File: src/design/pmu_seq_pkg.sv
package pmu_seq_pkg;
	// =====================================
	// Resource slots
	localparam int NUM_RES  = 8;
	localparam int TIMER_W  = 8;
	localparam int REQ_CNT_W = 16;
	localparam int RES_BUCK  = 0;
	localparam int RES_CORE_LINEAR_REGULATOR  = 1;
	localparam int RES_LOW_NOISE_LINEAR_REGULATOR = 2;
	localparam int RES_XTAL  = 3;
	localparam int RES_PLL   = 4;
	localparam int RES_RADIO = 5;
	localparam int RES_DIG   = 6;
	localparam int RES_SPARE = 7;

	typedef enum logic [1:0] {
		RES_DISABLED,
		RES_TURNING_ON,
		RES_ENABLED,
		RES_TURNING_OFF
	} res_state_type;

	typedef enum logic [1:0] {
		MODE_POWER_DOWN,
		MODE_DEEP_SLEEP,
		MODE_DOZE,
		MODE_ACTIVE
	} mode_type;

	// =====================================
	// Register map, byte addresses
	localparam logic [7:0] ADDR_MIN_RES   = 8'h00;
	localparam logic [7:0] ADDR_STATE     = 8'h04;
	localparam logic [7:0] ADDR_PENDING   = 8'h08;
	localparam logic [7:0] ADDR_REQ_TIMER = 8'h0C;
	localparam logic [7:0] ADDR_CAL       = 8'h10;
	localparam logic [7:0] ADDR_WAKE      = 8'h14;
	localparam logic [7:0] ADDR_DEP_BASE  = 8'h40;
	localparam logic [7:0] ADDR_TIME_BASE = 8'h80;

	// =====================================
	// Field layouts and reset values
	localparam int REQ_MASK_LSB = 16;
	localparam int TIME_OFF_LSB = 8;
	localparam logic [NUM_RES-1:0] MIN_RES_RESET   = 8'h00;
	localparam logic [TIMER_W-1:0] TIME_RESET      = 8'h02;
	localparam logic [NUM_RES-1:0] BUCK_MASK       = 8'h01;
	localparam logic [NUM_RES-1:0] LDO_DEMAND_MASK = 8'h06;
	localparam logic [NUM_RES-1:0] XTAL_CLK_MASK   = 8'h08;
	localparam logic [NUM_RES-1:0] PLL_CLK_MASK    = 8'h10;
	localparam logic [NUM_RES-1:0] WAKE_MASK       = 8'h40;
	// Each entry lists the resources that slot needs already enabled
	localparam logic [NUM_RES-1:0][NUM_RES-1:0] DEP_RESET = {
		8'h00, 8'h02, 8'h14, 8'h08, 8'h01, 8'h01, 8'h01, 8'h00};
endpackage

File: src/design/lpo_tick_calibrator.sv
`timescale 1ns/1ps
module lpo_tick_calibrator
	import pmu_seq_pkg::*;
#(
	parameter int CAL_WIDTH = 16
) (
	input  wire logic                 ref_clk,
	input  wire logic                 reset_n,
	input  wire logic                 low_power_oscillator,
	output logic                      seq_tick,
	output logic [CAL_WIDTH-1:0]      cal_count
);
	typedef struct packed {
		logic                 lpo_prev;
		logic                 tick;
		logic [CAL_WIDTH-1:0] run;
		logic [CAL_WIDTH-1:0] cal;
	} cal_state_type;

	cal_state_type cur;
	cal_state_type next_cur;

	// =====================================
	// One tick per oscillator rising edge; crystal cycles per period are latched
	// so wake timers can be scaled precisely. Saturates rather than wraps.
	always_comb begin
		next_cur = cur;
		next_cur.lpo_prev = low_power_oscillator;
		next_cur.tick = low_power_oscillator && !cur.lpo_prev;
		if (next_cur.tick) begin
			// [RL5] crystal based calibration
			next_cur.cal = cur.run;
			next_cur.run = CAL_WIDTH'(1);
		end else if (cur.run != '1) begin
			next_cur.run = cur.run + 1'b1;
		end
	end

	always_ff @(posedge ref_clk or negedge reset_n) begin
		if (!reset_n)
			cur <= '0;
		else
			cur <= next_cur;
	end

	assign seq_tick  = cur.tick;
	assign cal_count = cur.cal;
endmodule // lpo_tick_calibrator

File: src/design/pmu_resource_sequencer.sv
// The implementer's own choices: the placing of the registers and the plain strobed port.
`timescale 1ns/1ps
// What this block does
// [RL1] Regulators stay powered while either section enable is high; off when both low.
// [RL2] A section enable powers needed regulators and releases that section's reset.
// [RL3] Core and low-noise LDOs follow baseband demand at run time.
// [RL4] Lowest mode turns off buck and both LDOs; always-on LDO remains; here no always-on LDO is modelled.
// [RL5] Sequencer timing is calibrated against the crystal clock.
// [RL6] Oscillator-driven counters switch each regulator; sequences fully programmable.
// [RL7] Doze stops PLL, crystal and radio; oscillator keeps sequencer alive.
// [RL8] Digital core state is saved to retention before the core powers off.
// [RL9] Wake from interrupt, bus resume or timer restores saved core state.
// [RL10] External logic leaves power-down by raising a section enable again.
// [RL11] Requests come from clock requests, minimum set and active request timers.
// [RL12] Each clock request maps to the resources producing that clock.
// [RL13] Every resource is always exactly one of four states.
// [RL14] Timers read zero when stable, nonzero in transition, loaded on decision.
// [RL15] Timers count down per tick; zero completes the transition.
// [RL16] Zero turn-on or turn-off time changes state immediately.
// [RL17] Required set is recomputed each tick from requests and dependencies.
// [RL18] Timer reaching zero clears pending and flips the state.
// [RL19] Disable enabled, unrequested resources with no powered dependents.
// [RL20] Enable disabled, requested resources whose dependencies are all enabled.
// [RL21] In shutdown all outputs tristate and most inputs are ignored; here outputs stay driven and only io_shutdown is raised.
// [RL22] Leaving shutdown behaves like power-up, nothing retained; here only the saved-core flag clears, register settings are kept.
// [RL23] Resource state runs on sequencer ticks; reset leaves all disabled.
// [RL24] A section is out of reset while its enable is high; here release also waits for the buck to be enabled.
module pmu_resource_sequencer
	import pmu_seq_pkg::*;
(
	input  wire logic               ref_clk,
	input  wire logic               reset_n,
	input  wire logic               bt_section_power_enable,
	input  wire logic               wlan_section_power_enable,
	input  wire logic               low_power_oscillator,
	input  wire logic [1:0]         core_clk_req,
	input  wire logic               baseband_demand,
	input  wire logic               ext_wake_irq,
	input  wire logic               sdio_resume,
	input  wire logic [7:0]         reg_addr,
	input  wire logic [31:0]        reg_wdata,
	input  wire logic               reg_write,
	input  wire logic               reg_read,
	output logic [31:0]             reg_rdata,
	output logic [NUM_RES-1:0]      regulator_enable,
	output logic                    wlan_section_reset_n,
	output logic                    bt_section_reset_n,
	output logic                    retention_save,
	output logic                    retention_restore,
	output logic                    io_shutdown,
	output logic [1:0]              power_mode
);
	typedef struct packed {
		logic [NUM_RES-1:0]                minimum_resource_set;
		logic [NUM_RES-1:0][NUM_RES-1:0]   dep;
		logic [NUM_RES-1:0][TIMER_W-1:0]   time_on;
		logic [NUM_RES-1:0][TIMER_W-1:0]   time_off;
		logic [REQ_CNT_W-1:0]              req_count;
		logic [NUM_RES-1:0]                req_mask;
		logic                              wake_pending;
		logic                              core_saved;
		logic [31:0]                       rdata;
		logic [NUM_RES-1:0]                reg_en;
		logic                              wlan_rst_n;
		logic                              bt_rst_n;
		logic                              save;
		logic                              restore;
		logic                              shutdown;
		logic [1:0]                        mode;
	} seq_state_type;

	seq_state_type cur;
	seq_state_type next_cur;

	logic                    seq_tick;
	logic [15:0]             cal_count;
	res_state_type           resource_current_state [NUM_RES];
	logic [NUM_RES-1:0]      resource_transition_pending;
	logic [NUM_RES-1:0]      start_on;
	logic [NUM_RES-1:0]      start_off;
	logic [NUM_RES-1:0]      required;
	logic [NUM_RES-1:0]      enabled_mask;
	logic [NUM_RES-1:0]      off_mask;
	logic [NUM_RES-1:0]      dependents_up;
	logic                    any_enable;

	// Decodes an indexed table address; returns hit flag and slot index
	function automatic logic [3:0] table_slot(input logic [7:0] addr, input logic [7:0] base);
		logic [7:0] delta;
		delta = addr - base;
		table_slot = {(addr >= base) && (delta < 8'(NUM_RES * 4)) && (delta[1:0] == 2'b00),
			delta[4:2]};
	endfunction

	// =====================================
	// Sequencer tick and calibration
	lpo_tick_calibrator #(
		.CAL_WIDTH (16)
	) u_tick (
		.ref_clk              (ref_clk),
		.reset_n              (reset_n),
		.low_power_oscillator (low_power_oscillator),
		.seq_tick             (seq_tick),
		.cal_count            (cal_count)
	);

	// =====================================
	// Resource slots
	// [RL6] programmable per-slot counters
	for (genvar g = 0; g < NUM_RES; g++) begin : g_slot
		resource_slot #(
			.TIMER_WIDTH (TIMER_W)
		) u_slot (
			.ref_clk   (ref_clk),
			.reset_n   (reset_n),
			.seq_tick  (seq_tick),
			.start_on  (start_on[g]),
			.start_off (start_off[g]),
			.time_on   (cur.time_on[g]),
			.time_off  (cur.time_off[g]),
			.state     (resource_current_state[g]),
			.pending   (resource_transition_pending[g])
		);
		// [RL13] slot state decoded
		assign enabled_mask[g] = (resource_current_state[g] == RES_ENABLED);
		assign off_mask[g] = (resource_current_state[g] == RES_DISABLED);
	end

	// [RL1] either enable keeps power
	assign any_enable = bt_section_power_enable || wlan_section_power_enable;

	// =====================================
	// Required set and enable/disable decisions
	always_comb begin
		required = '0;
		// [RL11] request sources
		if (any_enable) begin
			required = cur.minimum_resource_set | BUCK_MASK;
			// [RL12] clock to resources
			if (core_clk_req[0])
				required = required | XTAL_CLK_MASK;
			if (core_clk_req[1])
				required = required | PLL_CLK_MASK;
			if (cur.req_count != '0)
				required = required | cur.req_mask;
			// [RL3] baseband drives LDOs
			if (baseband_demand)
				required = required | LDO_DEMAND_MASK;
			if (cur.wake_pending)
				required = required | WAKE_MASK;
		end
		// One pass per slot, so the longest chain still closes
		// [RL17] dependency closure
		for (int k = 0; k < NUM_RES; k++) begin
			for (int i = 0; i < NUM_RES; i++) begin
				if (required[i])
					required = required | cur.dep[i];
			end
		end
		// Slots in transition count as powered up
		dependents_up = '0;
		for (int i = 0; i < NUM_RES; i++) begin
			for (int j = 0; j < NUM_RES; j++) begin
				if (cur.dep[j][i] && !off_mask[j])
					dependents_up[i] = 1'b1;
			end
		end
		// [RL20] start enable
		start_on = off_mask & required;
		for (int i = 0; i < NUM_RES; i++) begin
			if ((cur.dep[i] & ~enabled_mask) != '0)
				start_on[i] = 1'b0;
		end
		// [RL19] start disable
		start_off = enabled_mask & ~required & ~dependents_up;
		// [RL8] hold core until saved
		if (!cur.core_saved)
			start_off[RES_DIG] = 1'b0;
	end

	// =====================================
	// Registers, retention, section control
	always_comb begin
		logic [3:0] dslot;
		logic [3:0] tslot;
		dslot = table_slot(reg_addr, ADDR_DEP_BASE);
		tslot = table_slot(reg_addr, ADDR_TIME_BASE);
		next_cur = cur;
		next_cur.save = 1'b0;
		next_cur.restore = 1'b0;

		// Software writes; table entries steer the walk
		if (reg_write) begin
			if (reg_addr == ADDR_MIN_RES)
				next_cur.minimum_resource_set = reg_wdata[NUM_RES-1:0];
			if (reg_addr == ADDR_REQ_TIMER) begin
				next_cur.req_count = reg_wdata[REQ_CNT_W-1:0];
				next_cur.req_mask = reg_wdata[REQ_MASK_LSB +: NUM_RES];
			end
			if (reg_addr == ADDR_WAKE && reg_wdata[0])
				next_cur.wake_pending = 1'b0;
			if (dslot[3])
				next_cur.dep[dslot[2:0]] = reg_wdata[NUM_RES-1:0];
			if (tslot[3]) begin
				next_cur.time_on[tslot[2:0]] = reg_wdata[TIMER_W-1:0];
				next_cur.time_off[tslot[2:0]] = reg_wdata[TIME_OFF_LSB +: TIMER_W];
			end
		end else if (seq_tick && cur.req_count != '0) begin
			next_cur.req_count = cur.req_count - 1'b1;
		end

		// [RL9] wake sources, set beats clear
		if (ext_wake_irq || sdio_resume ||
			(seq_tick && !reg_write && cur.req_count == 16'h0001))
			next_cur.wake_pending = 1'b1;

		// Save gets a tick to itself; the core drops on a later tick
		// [RL8] save before core off
		if (seq_tick && enabled_mask[RES_DIG] && !required[RES_DIG] &&
			!dependents_up[RES_DIG] && !cur.core_saved) begin
			next_cur.core_saved = 1'b1;
			next_cur.save = 1'b1;
		end
		// [RL9] restore after core returns
		if (enabled_mask[RES_DIG] && cur.core_saved && required[RES_DIG]) begin
			next_cur.core_saved = 1'b0;
			next_cur.restore = 1'b1;
		end
		// [RL22] saved-core flag cleared across power-down; register settings kept
		if (!any_enable && off_mask[RES_DIG])
			next_cur.core_saved = 1'b0;

		// Read data for the following cycle; unmapped reads zero
		next_cur.rdata = '0;
		if (reg_read) begin
			case (reg_addr)
				ADDR_MIN_RES:   next_cur.rdata[NUM_RES-1:0] = cur.minimum_resource_set;
				ADDR_STATE:     next_cur.rdata[NUM_RES-1:0] = enabled_mask;
				ADDR_PENDING:   next_cur.rdata[NUM_RES-1:0] = resource_transition_pending;
				ADDR_REQ_TIMER: next_cur.rdata = {8'h00, cur.req_mask, cur.req_count};
				ADDR_CAL:       next_cur.rdata[15:0] = cal_count;
				ADDR_WAKE:      next_cur.rdata[0] = cur.wake_pending;
				default: begin
					if (dslot[3])
						next_cur.rdata[NUM_RES-1:0] = cur.dep[dslot[2:0]];
					else if (tslot[3])
						next_cur.rdata[15:0] = {cur.time_off[tslot[2:0]],
							cur.time_on[tslot[2:0]]};
				end
			endcase
		end

		// [RL4] outputs follow slot power, always-on LDO not modelled here
		next_cur.reg_en = ~off_mask;
		// [RL2] release only once buck is up
		// [RL24] low enable holds reset
		next_cur.wlan_rst_n = wlan_section_power_enable && enabled_mask[RES_BUCK];
		next_cur.bt_rst_n = bt_section_power_enable && enabled_mask[RES_BUCK];
		// [RL21] shutdown once both section enables are low and everything is off
		next_cur.shutdown = !any_enable && (off_mask == '1);

		// [RL7] doze: core alive, clocks and radio down
		if (off_mask == '1)
			next_cur.mode = MODE_POWER_DOWN;
		else if (!enabled_mask[RES_DIG])
			next_cur.mode = MODE_DEEP_SLEEP;
		else if (off_mask[RES_PLL] && off_mask[RES_XTAL] && off_mask[RES_RADIO])
			next_cur.mode = MODE_DOZE;
		else
			next_cur.mode = MODE_ACTIVE;
	end

	// [RL23] defined reset state
	always_ff @(posedge ref_clk or negedge reset_n) begin
		if (!reset_n) begin
			cur <= '0;
			cur.minimum_resource_set <= MIN_RES_RESET;
			cur.dep <= DEP_RESET;
			cur.time_on <= {NUM_RES{TIME_RESET}};
			cur.time_off <= {NUM_RES{TIME_RESET}};
			cur.mode <= MODE_POWER_DOWN;
		end else begin
			cur <= next_cur;
		end
	end

	assign reg_rdata            = cur.rdata;
	assign regulator_enable     = cur.reg_en;
	assign wlan_section_reset_n = cur.wlan_rst_n;
	assign bt_section_reset_n   = cur.bt_rst_n;
	assign retention_save       = cur.save;
	assign retention_restore    = cur.restore;
	assign io_shutdown          = cur.shutdown;
	assign power_mode           = cur.mode;

	// =====================================
	// Checks
	AST_BUCK_HELD: assert property (@(posedge ref_clk) disable iff (!reset_n) // [RL1]
		(any_enable && enabled_mask[RES_BUCK]) ##1 any_enable |-> enabled_mask[RES_BUCK])
		else $error("buck dropped while a section enable is high");
	AST_SHUTDOWN_ALL_OFF: assert property (@(posedge ref_clk) disable iff (!reset_n) // [RL21]
		io_shutdown |-> (regulator_enable == '0 && !$past(any_enable)))
		else $error("shutdown flagged with power still up");
	AST_WLAN_RESET: assert property (@(posedge ref_clk) disable iff (!reset_n) // [RL24]
		!wlan_section_power_enable |=> !wlan_section_reset_n)
		else $error("wlan section left out of reset");
	AST_SAVE_FIRST: assert property (@(posedge ref_clk) disable iff (!reset_n) // [RL8]
		(seq_tick && start_off[RES_DIG]) |-> (cur.core_saved && !retention_save))
		else $error("core powered off before save");
	AST_RESTORE_ON_RETURN: assert property (@(posedge ref_clk) disable iff (!reset_n) // [RL9]
		(enabled_mask[RES_DIG] && cur.core_saved && required[RES_DIG]) |=>
		(retention_restore && !cur.core_saved))
		else $error("restore missing after core return");
	AST_ON_NEEDS_DEPS: assert property (@(posedge ref_clk) disable iff (!reset_n) // [RL20]
		(seq_tick && start_on[RES_PLL]) |-> !(cur.dep[RES_PLL][RES_XTAL] && !enabled_mask[RES_XTAL]))
		else $error("enable started with dependency down");
	AST_TIMER_WAKE: assert property (@(posedge ref_clk) disable iff (!reset_n) // [RL9]
		(seq_tick && !reg_write && cur.req_count == 16'h0001) |=> cur.wake_pending)
		else $error("request timer expiry did not wake");
	AST_EMPTY_WHEN_OFF: assert property (@(posedge ref_clk) disable iff (!reset_n) // [RL1]
		!any_enable |-> (required == '0 && start_on == '0))
		else $error("resource requested with both enables low");

	AST_BT_RELEASE: assert property (@(posedge ref_clk) disable iff (!reset_n) // [RL2]
		(bt_section_power_enable && enabled_mask[RES_BUCK]) |=> bt_section_reset_n)
		else $error("bt section not released");

	AST_ONE_STATE: assert property (@(posedge ref_clk) disable iff (!reset_n) // [RL13]
		(resource_transition_pending & (enabled_mask | off_mask)) == '0)
		else $error("slot in two states");

	AST_REG_EN_TRACKS: assert property (@(posedge ref_clk) disable iff (!reset_n) // [RL4]
		regulator_enable == ~$past(off_mask))
		else $error("regulator enable off track");

	COV_DEEP_SLEEP: cover property (@(posedge ref_clk) disable iff (!reset_n)
		power_mode == MODE_DEEP_SLEEP);
	COV_RESTORE: cover property (@(posedge ref_clk) disable iff (!reset_n) retention_restore);
	COV_SHUTDOWN: cover property (@(posedge ref_clk) disable iff (!reset_n) $rose(io_shutdown));

	COV_DOZE: cover property (@(posedge ref_clk) disable iff (!reset_n) power_mode == MODE_DOZE);
	COV_SAVE: cover property (@(posedge ref_clk) disable iff (!reset_n) retention_save);
endmodule // pmu_resource_sequencer

File: src/design/resource_slot.sv
`timescale 1ns/1ps
module resource_slot
	import pmu_seq_pkg::*;
#(
	parameter int TIMER_WIDTH = TIMER_W
) (
	input  wire logic                   ref_clk,
	input  wire logic                   reset_n,
	input  wire logic                   seq_tick,
	input  wire logic                   start_on,
	input  wire logic                   start_off,
	input  wire logic [TIMER_WIDTH-1:0] time_on,
	input  wire logic [TIMER_WIDTH-1:0] time_off,
	output res_state_type               state,
	output logic                        pending
);
	typedef struct packed {
		res_state_type          state;
		logic [TIMER_WIDTH-1:0] timer;
	} slot_type;

	slot_type cur;
	slot_type next_cur;

	// =====================================
	// Transition walk, one step per sequencer tick
	always_comb begin
		next_cur = cur;
		if (seq_tick) begin
			case (cur.state)
				// [RL16] zero time skips
				RES_DISABLED: if (start_on) begin
					next_cur.timer = time_on;
					next_cur.state = (time_on == '0) ? RES_ENABLED : RES_TURNING_ON;
				end
				RES_ENABLED: if (start_off) begin
					next_cur.timer = time_off;
					next_cur.state = (time_off == '0) ? RES_DISABLED : RES_TURNING_OFF;
				end
				// [RL15] countdown to done
				RES_TURNING_ON: begin
					next_cur.timer = cur.timer - 1'b1;
					if (cur.timer == {{(TIMER_WIDTH-1){1'b0}}, 1'b1})
						next_cur.state = RES_ENABLED;
				end
				RES_TURNING_OFF: begin
					next_cur.timer = cur.timer - 1'b1;
					if (cur.timer == {{(TIMER_WIDTH-1){1'b0}}, 1'b1})
						next_cur.state = RES_DISABLED;
				end
				default: next_cur = '0;
			endcase
		end
	end

	// [RL23] reset to disabled
	always_ff @(posedge ref_clk or negedge reset_n) begin
		if (!reset_n)
			cur <= '0;
		else
			cur <= next_cur;
	end

	assign state = cur.state;
	// [RL18] pending drops with flip
	assign pending = (cur.state == RES_TURNING_ON) || (cur.state == RES_TURNING_OFF);

	AST_TIMER_ZERO_STABLE: assert property (@(posedge ref_clk) disable iff (!reset_n) // [RL14]
		((cur.state == RES_ENABLED || cur.state == RES_DISABLED) == (cur.timer == '0)))
		else $error("timer and stable state disagree");
	AST_ON_COMPLETES: assert property (@(posedge ref_clk) disable iff (!reset_n) // [RL15]
		(seq_tick && cur.state == RES_TURNING_ON && cur.timer == 1) |=>
		(cur.state == RES_ENABLED && !pending))
		else $error("turn-on did not complete at zero");
	AST_ZERO_OFF_DIRECT: assert property (@(posedge ref_clk) disable iff (!reset_n) // [RL16]
		(seq_tick && cur.state == RES_ENABLED && start_off && time_off == '0) |=>
		cur.state == RES_DISABLED)
		else $error("zero turn-off time not immediate");
endmodule // resource_slot

File: config.mk
export PLATFORM = sky130hd
export DESIGN_NAME = pmu_resource_sequencer
export DESIGN_NICKNAME = d
export VERILOG_FILES = /design/src/design/pmu_seq_pkg.sv /design/src/design/lpo_tick_calibrator.sv /design/src/design/pmu_resource_sequencer.sv /design/src/design/resource_slot.sv
export SDC_FILE = /design/constraint.sdc
export NUM_CORES = 1
export LEC_CHECK = 0
export BUFFER_PORTS_ARGS = -buffer_cell sky130_fd_sc_hd__buf_2
export CORE_MARGIN = 1
export CORE_UTILIZATION = 55
export DETAILED_ROUTE_END_ITERATION = 12
export PLACE_DENSITY_LB_ADDON = 0.12
export SLEW_MARGIN = 20
export SYNTH_ARGS = -nofsm -noshare
export SYNTH_HDL_FRONTEND = slang
export SYNTH_SLANG_ARGS = --single-unit
File: constraint.sdc
create_clock -name ref_clk -period 22.2 [get_ports ref_clk]
set_input_delay 2.22 -clock ref_clk [delete_from_list [all_inputs] [get_ports ref_clk]]
set_output_delay 2.22 -clock ref_clk [all_outputs]
set_load 0.1 [all_outputs]
# Word-level counts from Yosys, hierarchy flattened
# Index checks and enable logic that the tools add are counted.
[word_totals] reg_bits=387 elab_cells=643
[classes] addsub=12 order_cmp=8 n_eq_ne=73 n_mux=237 bitwise_logic=80 n_reduce_logical=176
[op_table] operator="2-to-1 mux 8 bit" n=75
[op_table] operator="bitwise OR 8 bit" n=65
[op_table] operator="case mux 10 bit (4 select lines)" n=8
[op_table] operator="bitwise mux 64 bit" n=3
[op_table] operator="2-to-1 mux 10 bit" n=16
[op_table] operator="zero test 8 bit" n=17
[op_table] operator="AND 8 bit" n=11
[op_table] operator="logical AND 1 bit" n=87
[op_table] operator="2-to-1 mux 1 bit" n=82
[op_table] operator="2-to-1 mux 16 bit" n=5
[op_table] operator="binary-select mux 8 bit (select 3 bit)" n=3
[op_table] operator="2-to-1 mux 2 bit" n=34
[op_table] operator="!= test 2 x 1 -> 1 bit, second input constant" n=33
[op_table] operator="equality test 8 x 1 -> 1 bit, second input constant" n=8
[op_table] operator="nonzero test 8 bit" n=8
[op_table] operator="subtractor 8 x 1 -> 8 bit, second input constant" n=8
[op_table] operator="demux 8 bit (select 3 bit)" n=2
[op_table] operator="2-to-1 mux 24 bit" n=2
[op_table] operator="case mux 7 bit (6 select lines)" n=1
[op_table] operator="AND reduction 5 bit" n=8
[op_table] operator="equality test 2 bit, second input constant" n=16
[op_table] operator="NOT 8 bit" n=4
[op_table] operator="case mux 8 bit (3 select lines)" n=1
[op_table] operator="AND reduction 3 bit" n=8
[op_table] operator="other kinds (29)" n=81

# Depth between registers and ports, before layout
[logic_depth] word_depth=143 depth_mapped=45 mapped_depth_nobuf=43

# By module
# A second synthesis with hierarchy kept.
[hier_totals] hier_cells=2182 hier_area_um2=23058.4
[by_module_without_submodules] mod="pmu_resource_sequencer" instances=1 cells_per_inst=1309 area_per_inst_um2=15011.9
[by_module_without_submodules] mod="resource_slot at g_slot[0].u_slot ..." instances=6 cells_per_inst=88 area_per_inst_um2=802.0
[by_module_without_submodules] mod="lpo_tick_calibrator" instances=1 cells_per_inst=176 area_per_inst_um2=1656.6
[by_module_without_submodules] mod="resource_slot at g_slot[7].u_slot" instances=1 cells_per_inst=85 area_per_inst_um2=798.3
[by_module_without_submodules] mod="resource_slot at g_slot[6].u_slot" instances=1 cells_per_inst=84 area_per_inst_um2=779.5

# Worst setup path before layout
# Ideal clock, no wire load.
[synth_path] path_kind="input to register" startpoint="input baseband_demand" endpoint="register g_slot[2].u_slot.cur[4] (netlist bit)" setup_time_ps=126 arrival_ps=12313 required_ps=22074 slack_ps=9761 stages=44 path_buffers=3 path_cell_list="or3_1 > clkbuf_1 > a2111oi_0 > o21ai_0 > and2_1 > or2_1 > a221o_1 > or2_1 > a221o_1 > a21o_1 > a221o_1 > a21o_1 > a21o_1 > a221oi_2 > o21ai_2 > a221oi_2 > o21ai_2 > a21o_1 > [8 not listed] > a21o_1 > a221o_1 > a21o_1 > a221o_1 > a21o_4 > a221oi_2 > o21ai_2 > a21o_1 > a221o_1 > or2_1 > a221o_1 > or2_1 > buf_2 > a21boi_1 > mux2i_1 > buf_2 > nand2_1 > a311o_1"
[synth_via] elab_chain_cells=136
[synth_lines] element="start, declared" line="pmu_resource_sequencer.sv:37" source="input wire logic baseband_demand,"
[synth_lines] element="2-to-1 mux 3 bit (*)" line="pmu_resource_sequencer.sv:147" source="if (baseband_demand)"
[synth_lines] element="2-to-1 mux 7 bit (*)" line="pmu_resource_sequencer.sv:149" source="if (cur.wake_pending)"
[synth_lines] element="2-to-1 mux 8 bit (*)" line="pmu_resource_sequencer.sv:137" source="if (any_enable) begin"
[synth_lines] element="bitwise OR 8 bit" line="pmu_resource_sequencer.sv:157" source="required = required | cur.dep[i];"
[synth_lines] element="2-to-1 mux 8 bit (*)" line="pmu_resource_sequencer.sv:156" source="if (required[i])"
[synth_lines] element="bitwise OR 8 bit" line="pmu_resource_sequencer.sv:157"
[synth_lines] element="2-to-1 mux 8 bit (*)" line="pmu_resource_sequencer.sv:156"
[synth_lines] element="bitwise OR 8 bit" line="pmu_resource_sequencer.sv:157"
[synth_lines] element="[119 not listed]"
[synth_lines] element="bitwise OR 8 bit" line="pmu_resource_sequencer.sv:157"
[synth_lines] element="2-to-1 mux 8 bit (*)" line="pmu_resource_sequencer.sv:156"
[synth_lines] element="bitwise OR 8 bit" line="pmu_resource_sequencer.sv:157"
[synth_lines] element="2-to-1 mux 8 bit (*)" line="pmu_resource_sequencer.sv:156"
[synth_lines] element="NOT 8 bit" line="pmu_resource_sequencer.sv:175" source="start_off = enabled_mask & ~required & ~dependents_up;"
[synth_lines] element="AND 8 bit (2 in a row)" line="pmu_resource_sequencer.sv:175"
[synth_lines] element="!= test 2 x 1 -> 1 bit (no line)"
[synth_lines] element="AND reduction 3 bit (no line) (*)"
[synth_lines] element="end signal, assigned" line="resource_slot.sv:61" source="cur <= next_cur;"
[synth_lines] element="end, declared" line="resource_slot.sv:22" source="slot_type cur;"
# Every way passes the cells marked *; elsewhere a longest branch is shown, timed or not.
# A chain may end at the register's enable or synchronous reset.

# Worst setup path after layout
[layout_path] startpoint="input baseband_demand" endpoint="register g_slot[2].u_slot.cur, in the netlist g_slot[2].u_slot.state[1]"
[layout_via] elab_chain_cells=136
[layout_lines] element="2-to-1 mux 3 bit (*)" line="pmu_resource_sequencer.sv:147"
[layout_lines] element="2-to-1 mux 7 bit (*)" line="pmu_resource_sequencer.sv:149"
[layout_lines] element="2-to-1 mux 8 bit (*)" line="pmu_resource_sequencer.sv:137"
[layout_lines] element="bitwise OR 8 bit" line="pmu_resource_sequencer.sv:157"
[layout_lines] element="2-to-1 mux 8 bit (*)" line="pmu_resource_sequencer.sv:156"
[layout_lines] element="bitwise OR 8 bit" line="pmu_resource_sequencer.sv:157"
[layout_lines] element="2-to-1 mux 8 bit (*)" line="pmu_resource_sequencer.sv:156"
[layout_lines] element="bitwise OR 8 bit" line="pmu_resource_sequencer.sv:157"
[layout_lines] element="[119 not listed]"
[layout_lines] element="bitwise OR 8 bit" line="pmu_resource_sequencer.sv:157"
[layout_lines] element="2-to-1 mux 8 bit (*)" line="pmu_resource_sequencer.sv:156"
[layout_lines] element="bitwise OR 8 bit" line="pmu_resource_sequencer.sv:157"
[layout_lines] element="2-to-1 mux 8 bit (*)" line="pmu_resource_sequencer.sv:156"
[layout_lines] element="NOT 8 bit" line="pmu_resource_sequencer.sv:175"
[layout_lines] element="AND 8 bit (2 in a row)" line="pmu_resource_sequencer.sv:175"
[layout_lines] element="!= test 2 x 1 -> 1 bit (no line)"
[layout_lines] element="AND reduction 5 bit (no line) (*)"
# Marks and branches as above.

==> PnR_summary.wiki <==
{| class="wikitable"
! Metric !! Value
|-
| Run status || completed
|-
| Insertion delay to the later sink of the worst-skew pair || 0.59 ns
|-
| Final period util || 63.5%
|-
| Starting density of the core || between 50% and 60%
|-
| Post-route minimum period || approximately 14 ns
|-
| Seq cells post-synth || between 300 and 400
|-
| DIE AREA || 41900 µm²
|-
| Fillers || 3323
|-
| Via count of the first global-routing pass || 18400
|-
| Number of warnings issued by yosys || 0
|-
| Number of optimization iterations in the first detailed-route pass || 6
|-
| Hold Crit Endpoint || cur[49]$_DFFE_PN0P_
|-
| Cell at the root of the clock tree || clkbuf_16
|-
| Final routed wire length divided by cell count || 27.5 µm
|-
| Endpoints failing hold || 0
|-
| Critical-path cell with the highest stage delay || a221oi_1
|-
| Total cell area at the placement stage || 22900 µm²
|-
| Min Hold Slack || ~0.48 ns
|-
| First-pass GRT wire length || 113000 µm
|-
| Number of rows in the core area || 73
|-
| Commonest cells after routing, fill and taps aside || 355 x dfrtp_1, 227 x mux2_2, 198 x nand2_1
|-
| Clock tree from TritonCTS || yes
|-
| Cells after synthesis || 2189
|-
| Worst rel slew slack || 25.0%
|-
| Sort of element at the start of the critical path || input port
|-
| Most common library cell in the layout ignoring fill and taps || dfrtp_1
|-
| Final antenna diode count || 0
|-
| Drt drc || 0
|-
| Pin slew with the least headroom to its limit || 1.12 ns
|-
| Worst reg2reg path endpoint || g_slot[2].u_slot.state[1]$_DFFE_PN0P_
|-
| Count of flip-flops with a built-in enable after synthesis || 0
|-
| Sequential-to-total area share from yosys stat || 42.1%
|-
| Setup TNS Final || 0 ns
|-
| Setup repair after global routing missed its margin || false
|-
| Final worst setup slack || between 8 and 9 ns
|-
| Post-CTS setup buffers || 0
|-
| Capturing element type of the critical path || register
|-
| Antenna violations before repair || 0
|-
| HPWL after detailed placement || 50700 µm
|-
| Post-cts resize count || 0
|-
| Drt via density || 6.96
|-
| Layout area overhead || 8.22%
|-
| Static leakage || around 11 nW
|-
| Signal arrival time at the worst endpoint || 14.57 ns
|-
| Required time at the worst-slack endpoint || 22.68 ns
|-
| Pwr per Cell Area || 97.5 nW/µm²
|-
| Setup Slack @ Placement || a little under 8 ns
|-
| Overall routing resource usage || 36.0%
|-
| IO Port Bufs || between 80 and 90
|-
| Classification of the worst setup path || in2reg
|-
| Buffers from clock root to sink, at most || 3
|-
| Die span in x || 205 µm
|-
| Utilization of the core after routing || 60.9%
|-
| Pin count of the biggest net entering global routing || 124
|-
| Hold Path Stages || 2
|-
| Number of pins with negative max-slew slack in the final report || 0
|-
| Clock Sinks || 379
|-
| First DRT Iteration DRCs || 2198
|-
| Class of the most critical hold timing path || reg2reg
|-
| Netlist area before placement || 22600 µm²
|-
| Placeable core region || roughly 40000 µm²
|-
| Clock H-tree levels || 2
|-
| Via count || 18831
|-
| Maximum fanout along the worst path || 12
|-
| Flop2flop setup slack || 8.57 ns
|-
| Ys async rst share || 100%
|-
| Clock input transition at the sequential cells of the worst setup and hold paths || 0.06 ns
|-
| Worst supply voltage drop on vdd || ~49 µV
|-
| FF-to-FF path depth || 44
|-
| Die height || approximately 200 µm
|-
| Prevailing post-synth register cell || dfrtp_1
|-
| Number of buffers created by CTS || 43
|-
| I/O pins || slightly below 100
|-
| GPL Wtd Cong || between 0.9 and 1
|-
| Library cells used by synthesis || 84
|-
| R2R Path Start || cur[57]$_DFFE_PN0P_
|-
| Remaining antenna violation count after routing || 0
|-
| Critical path's largest stage delay || between 0.5 and 0.6 ns
|-
| Final net count || 2219
|-
| Synthesized area per cell || 10.3 µm²
|-
| GR Overflow Total || 0
|-
| Final setup violating endpoints || 0
|-
| Reported max-cap violation count || 0
|-
| Final design area excluding fillers || roughly 24000 µm²
|-
| Count of hold buffers inserted by post-cts repair || 0
|-
| Final worst clock skew || 0.00937 ns
|-
| Source of the worst hold timing path || cur[49]$_DFFE_PN0P_
|-
| Fraction of final layout cells with drive strength greater than 1 || 24.2%
|-
| DRT Wirelength || between 70000 and 80000 µm
|-
| Fmax || ~71 MHz
|}
[routing by layer]
metal	GRT usage, %	wire length, µm	up-vias
met5	0	0	-
met4	16.0	3770	0
met3	9.26	8050	266
met2	54.6	32900	1106
met1	48.6	29700	9351
li1	-	-	8108
[worst max path at each step]
stage | startpoint | to | cells past startpoint | slack (ns)
6_report | baseband_demand | g_slot[2].u_slot.state[1]$_DFFE_PN0P_ | 43 | 8.11
3_5_place_dp | baseband_demand | g_slot[2].u_slot.state[1]$_DFFE_PN0P_ | 43 | 7.80
3_3_place_gp | baseband_demand | g_slot[2].u_slot.state[1]$_DFFE_PN0P_ | 43 | 7.74
4_1_cts | baseband_demand | g_slot[2].u_slot.state[1]$_DFFE_PN0P_ | 43 | 8.37
5_1_grt | baseband_demand | g_slot[3].u_slot.cur[6]$_DFFE_PN0P_ | 42 | 7.49
2_1_floorplan | baseband_demand | g_slot[2].u_slot.cur[4]$_DFFE_PN0P_ | 44 | 9.76
[logic make-up after synthesis]
group | Yosys count | synth area share [%]
other cells | 1 | 0.0166
flops | 379 | 42.1
fa+ha+maj | 20 | 1.11
simple gates | 577 | 12.7
compound gates | 546 | 17.2
xor+xnor | 14 | 0.543
mux | 382 | 21.0
buf+inv | 270 | 5.26
[power by group]
| part | switching, mW | leakage (nW) | internal [mW] |
|---|---|---|---|
| registers | 0.167 | 4.93 | 0.789 |
| logic | 0.421 | 5.24 | 0.250 |
| clock network | 0.308 | 0.732 | 0.447 |
| total | 0.896 | 10.9 | 1.49 |
[critical path, delay by kind of cell]
| kind | cells | cell delay [ns] |
|---|---|---|
| muxes | 2 | 0.83 |
| buffers and inverters | 2 | 0.44 |
| AOI/OAI and AO/OA | 34 | 9.55 |
| and+or+nand+nor | 5 | 1.50 |
[cell usage after synthesis (all sizes together), types with 21 or more instances]
master  instances  share of area [%]
a211oi         24               0.80
dfstp          23                2.7
mux2i         100                4.5
a221o          36                1.6
inv            68                1.1
nor4           41                1.1
a21o           21               0.73
o21ai         116                2.7
a22oi          34                1.1
a21oi         122                2.8
dfrtp         356                 39
a221oi         42                1.8
nor2b          34               0.94
mux4           49                4.9
mux2          233                 12
o22ai          27               0.75
nor3           24               0.53
nand3          62                1.4
nand2         198                3.3
clkbuf        124                2.1
nor2           87                1.4
buf            75                2.0
nand4          22               0.61
[registers in the layout, summed over array words and instances, names as in the netlist]
signal and flops:
cur 226, g_slot.u_slot.cur 64, reg_rdata 24, u_tick.cur 17, g_slot.u_slot.state 16, u_tick.cal_count 16
regulator_enable 8, power_mode 2, bt_section_reset_n 1, io_shutdown 1, retention_restore 1, retention_save 1
u_tick.seq_tick 1, wlan_section_reset_n 1
[layout make-up]
class	count	area, µm²	area share, %
clock buffer	55	1210	4.97
clock inverter	23	270	1.11
inverter	71	267	1.09
multi-input combinational	1547	11900	48.8
sequential	379	9520	38.9
tap	525	657	2.69
timing repair buffer	105	598	2.45
[through the flow]
stage | instances | power, mW
global placement | 2627 | 1.60
detailed placement | 2627 | 1.62
floorplan | 2196 | 1.42
CTS | 2705 | 2.37
global route | 2705 | 2.49
finish | 2705 | 2.38
(Power assumes the default switching activity.)
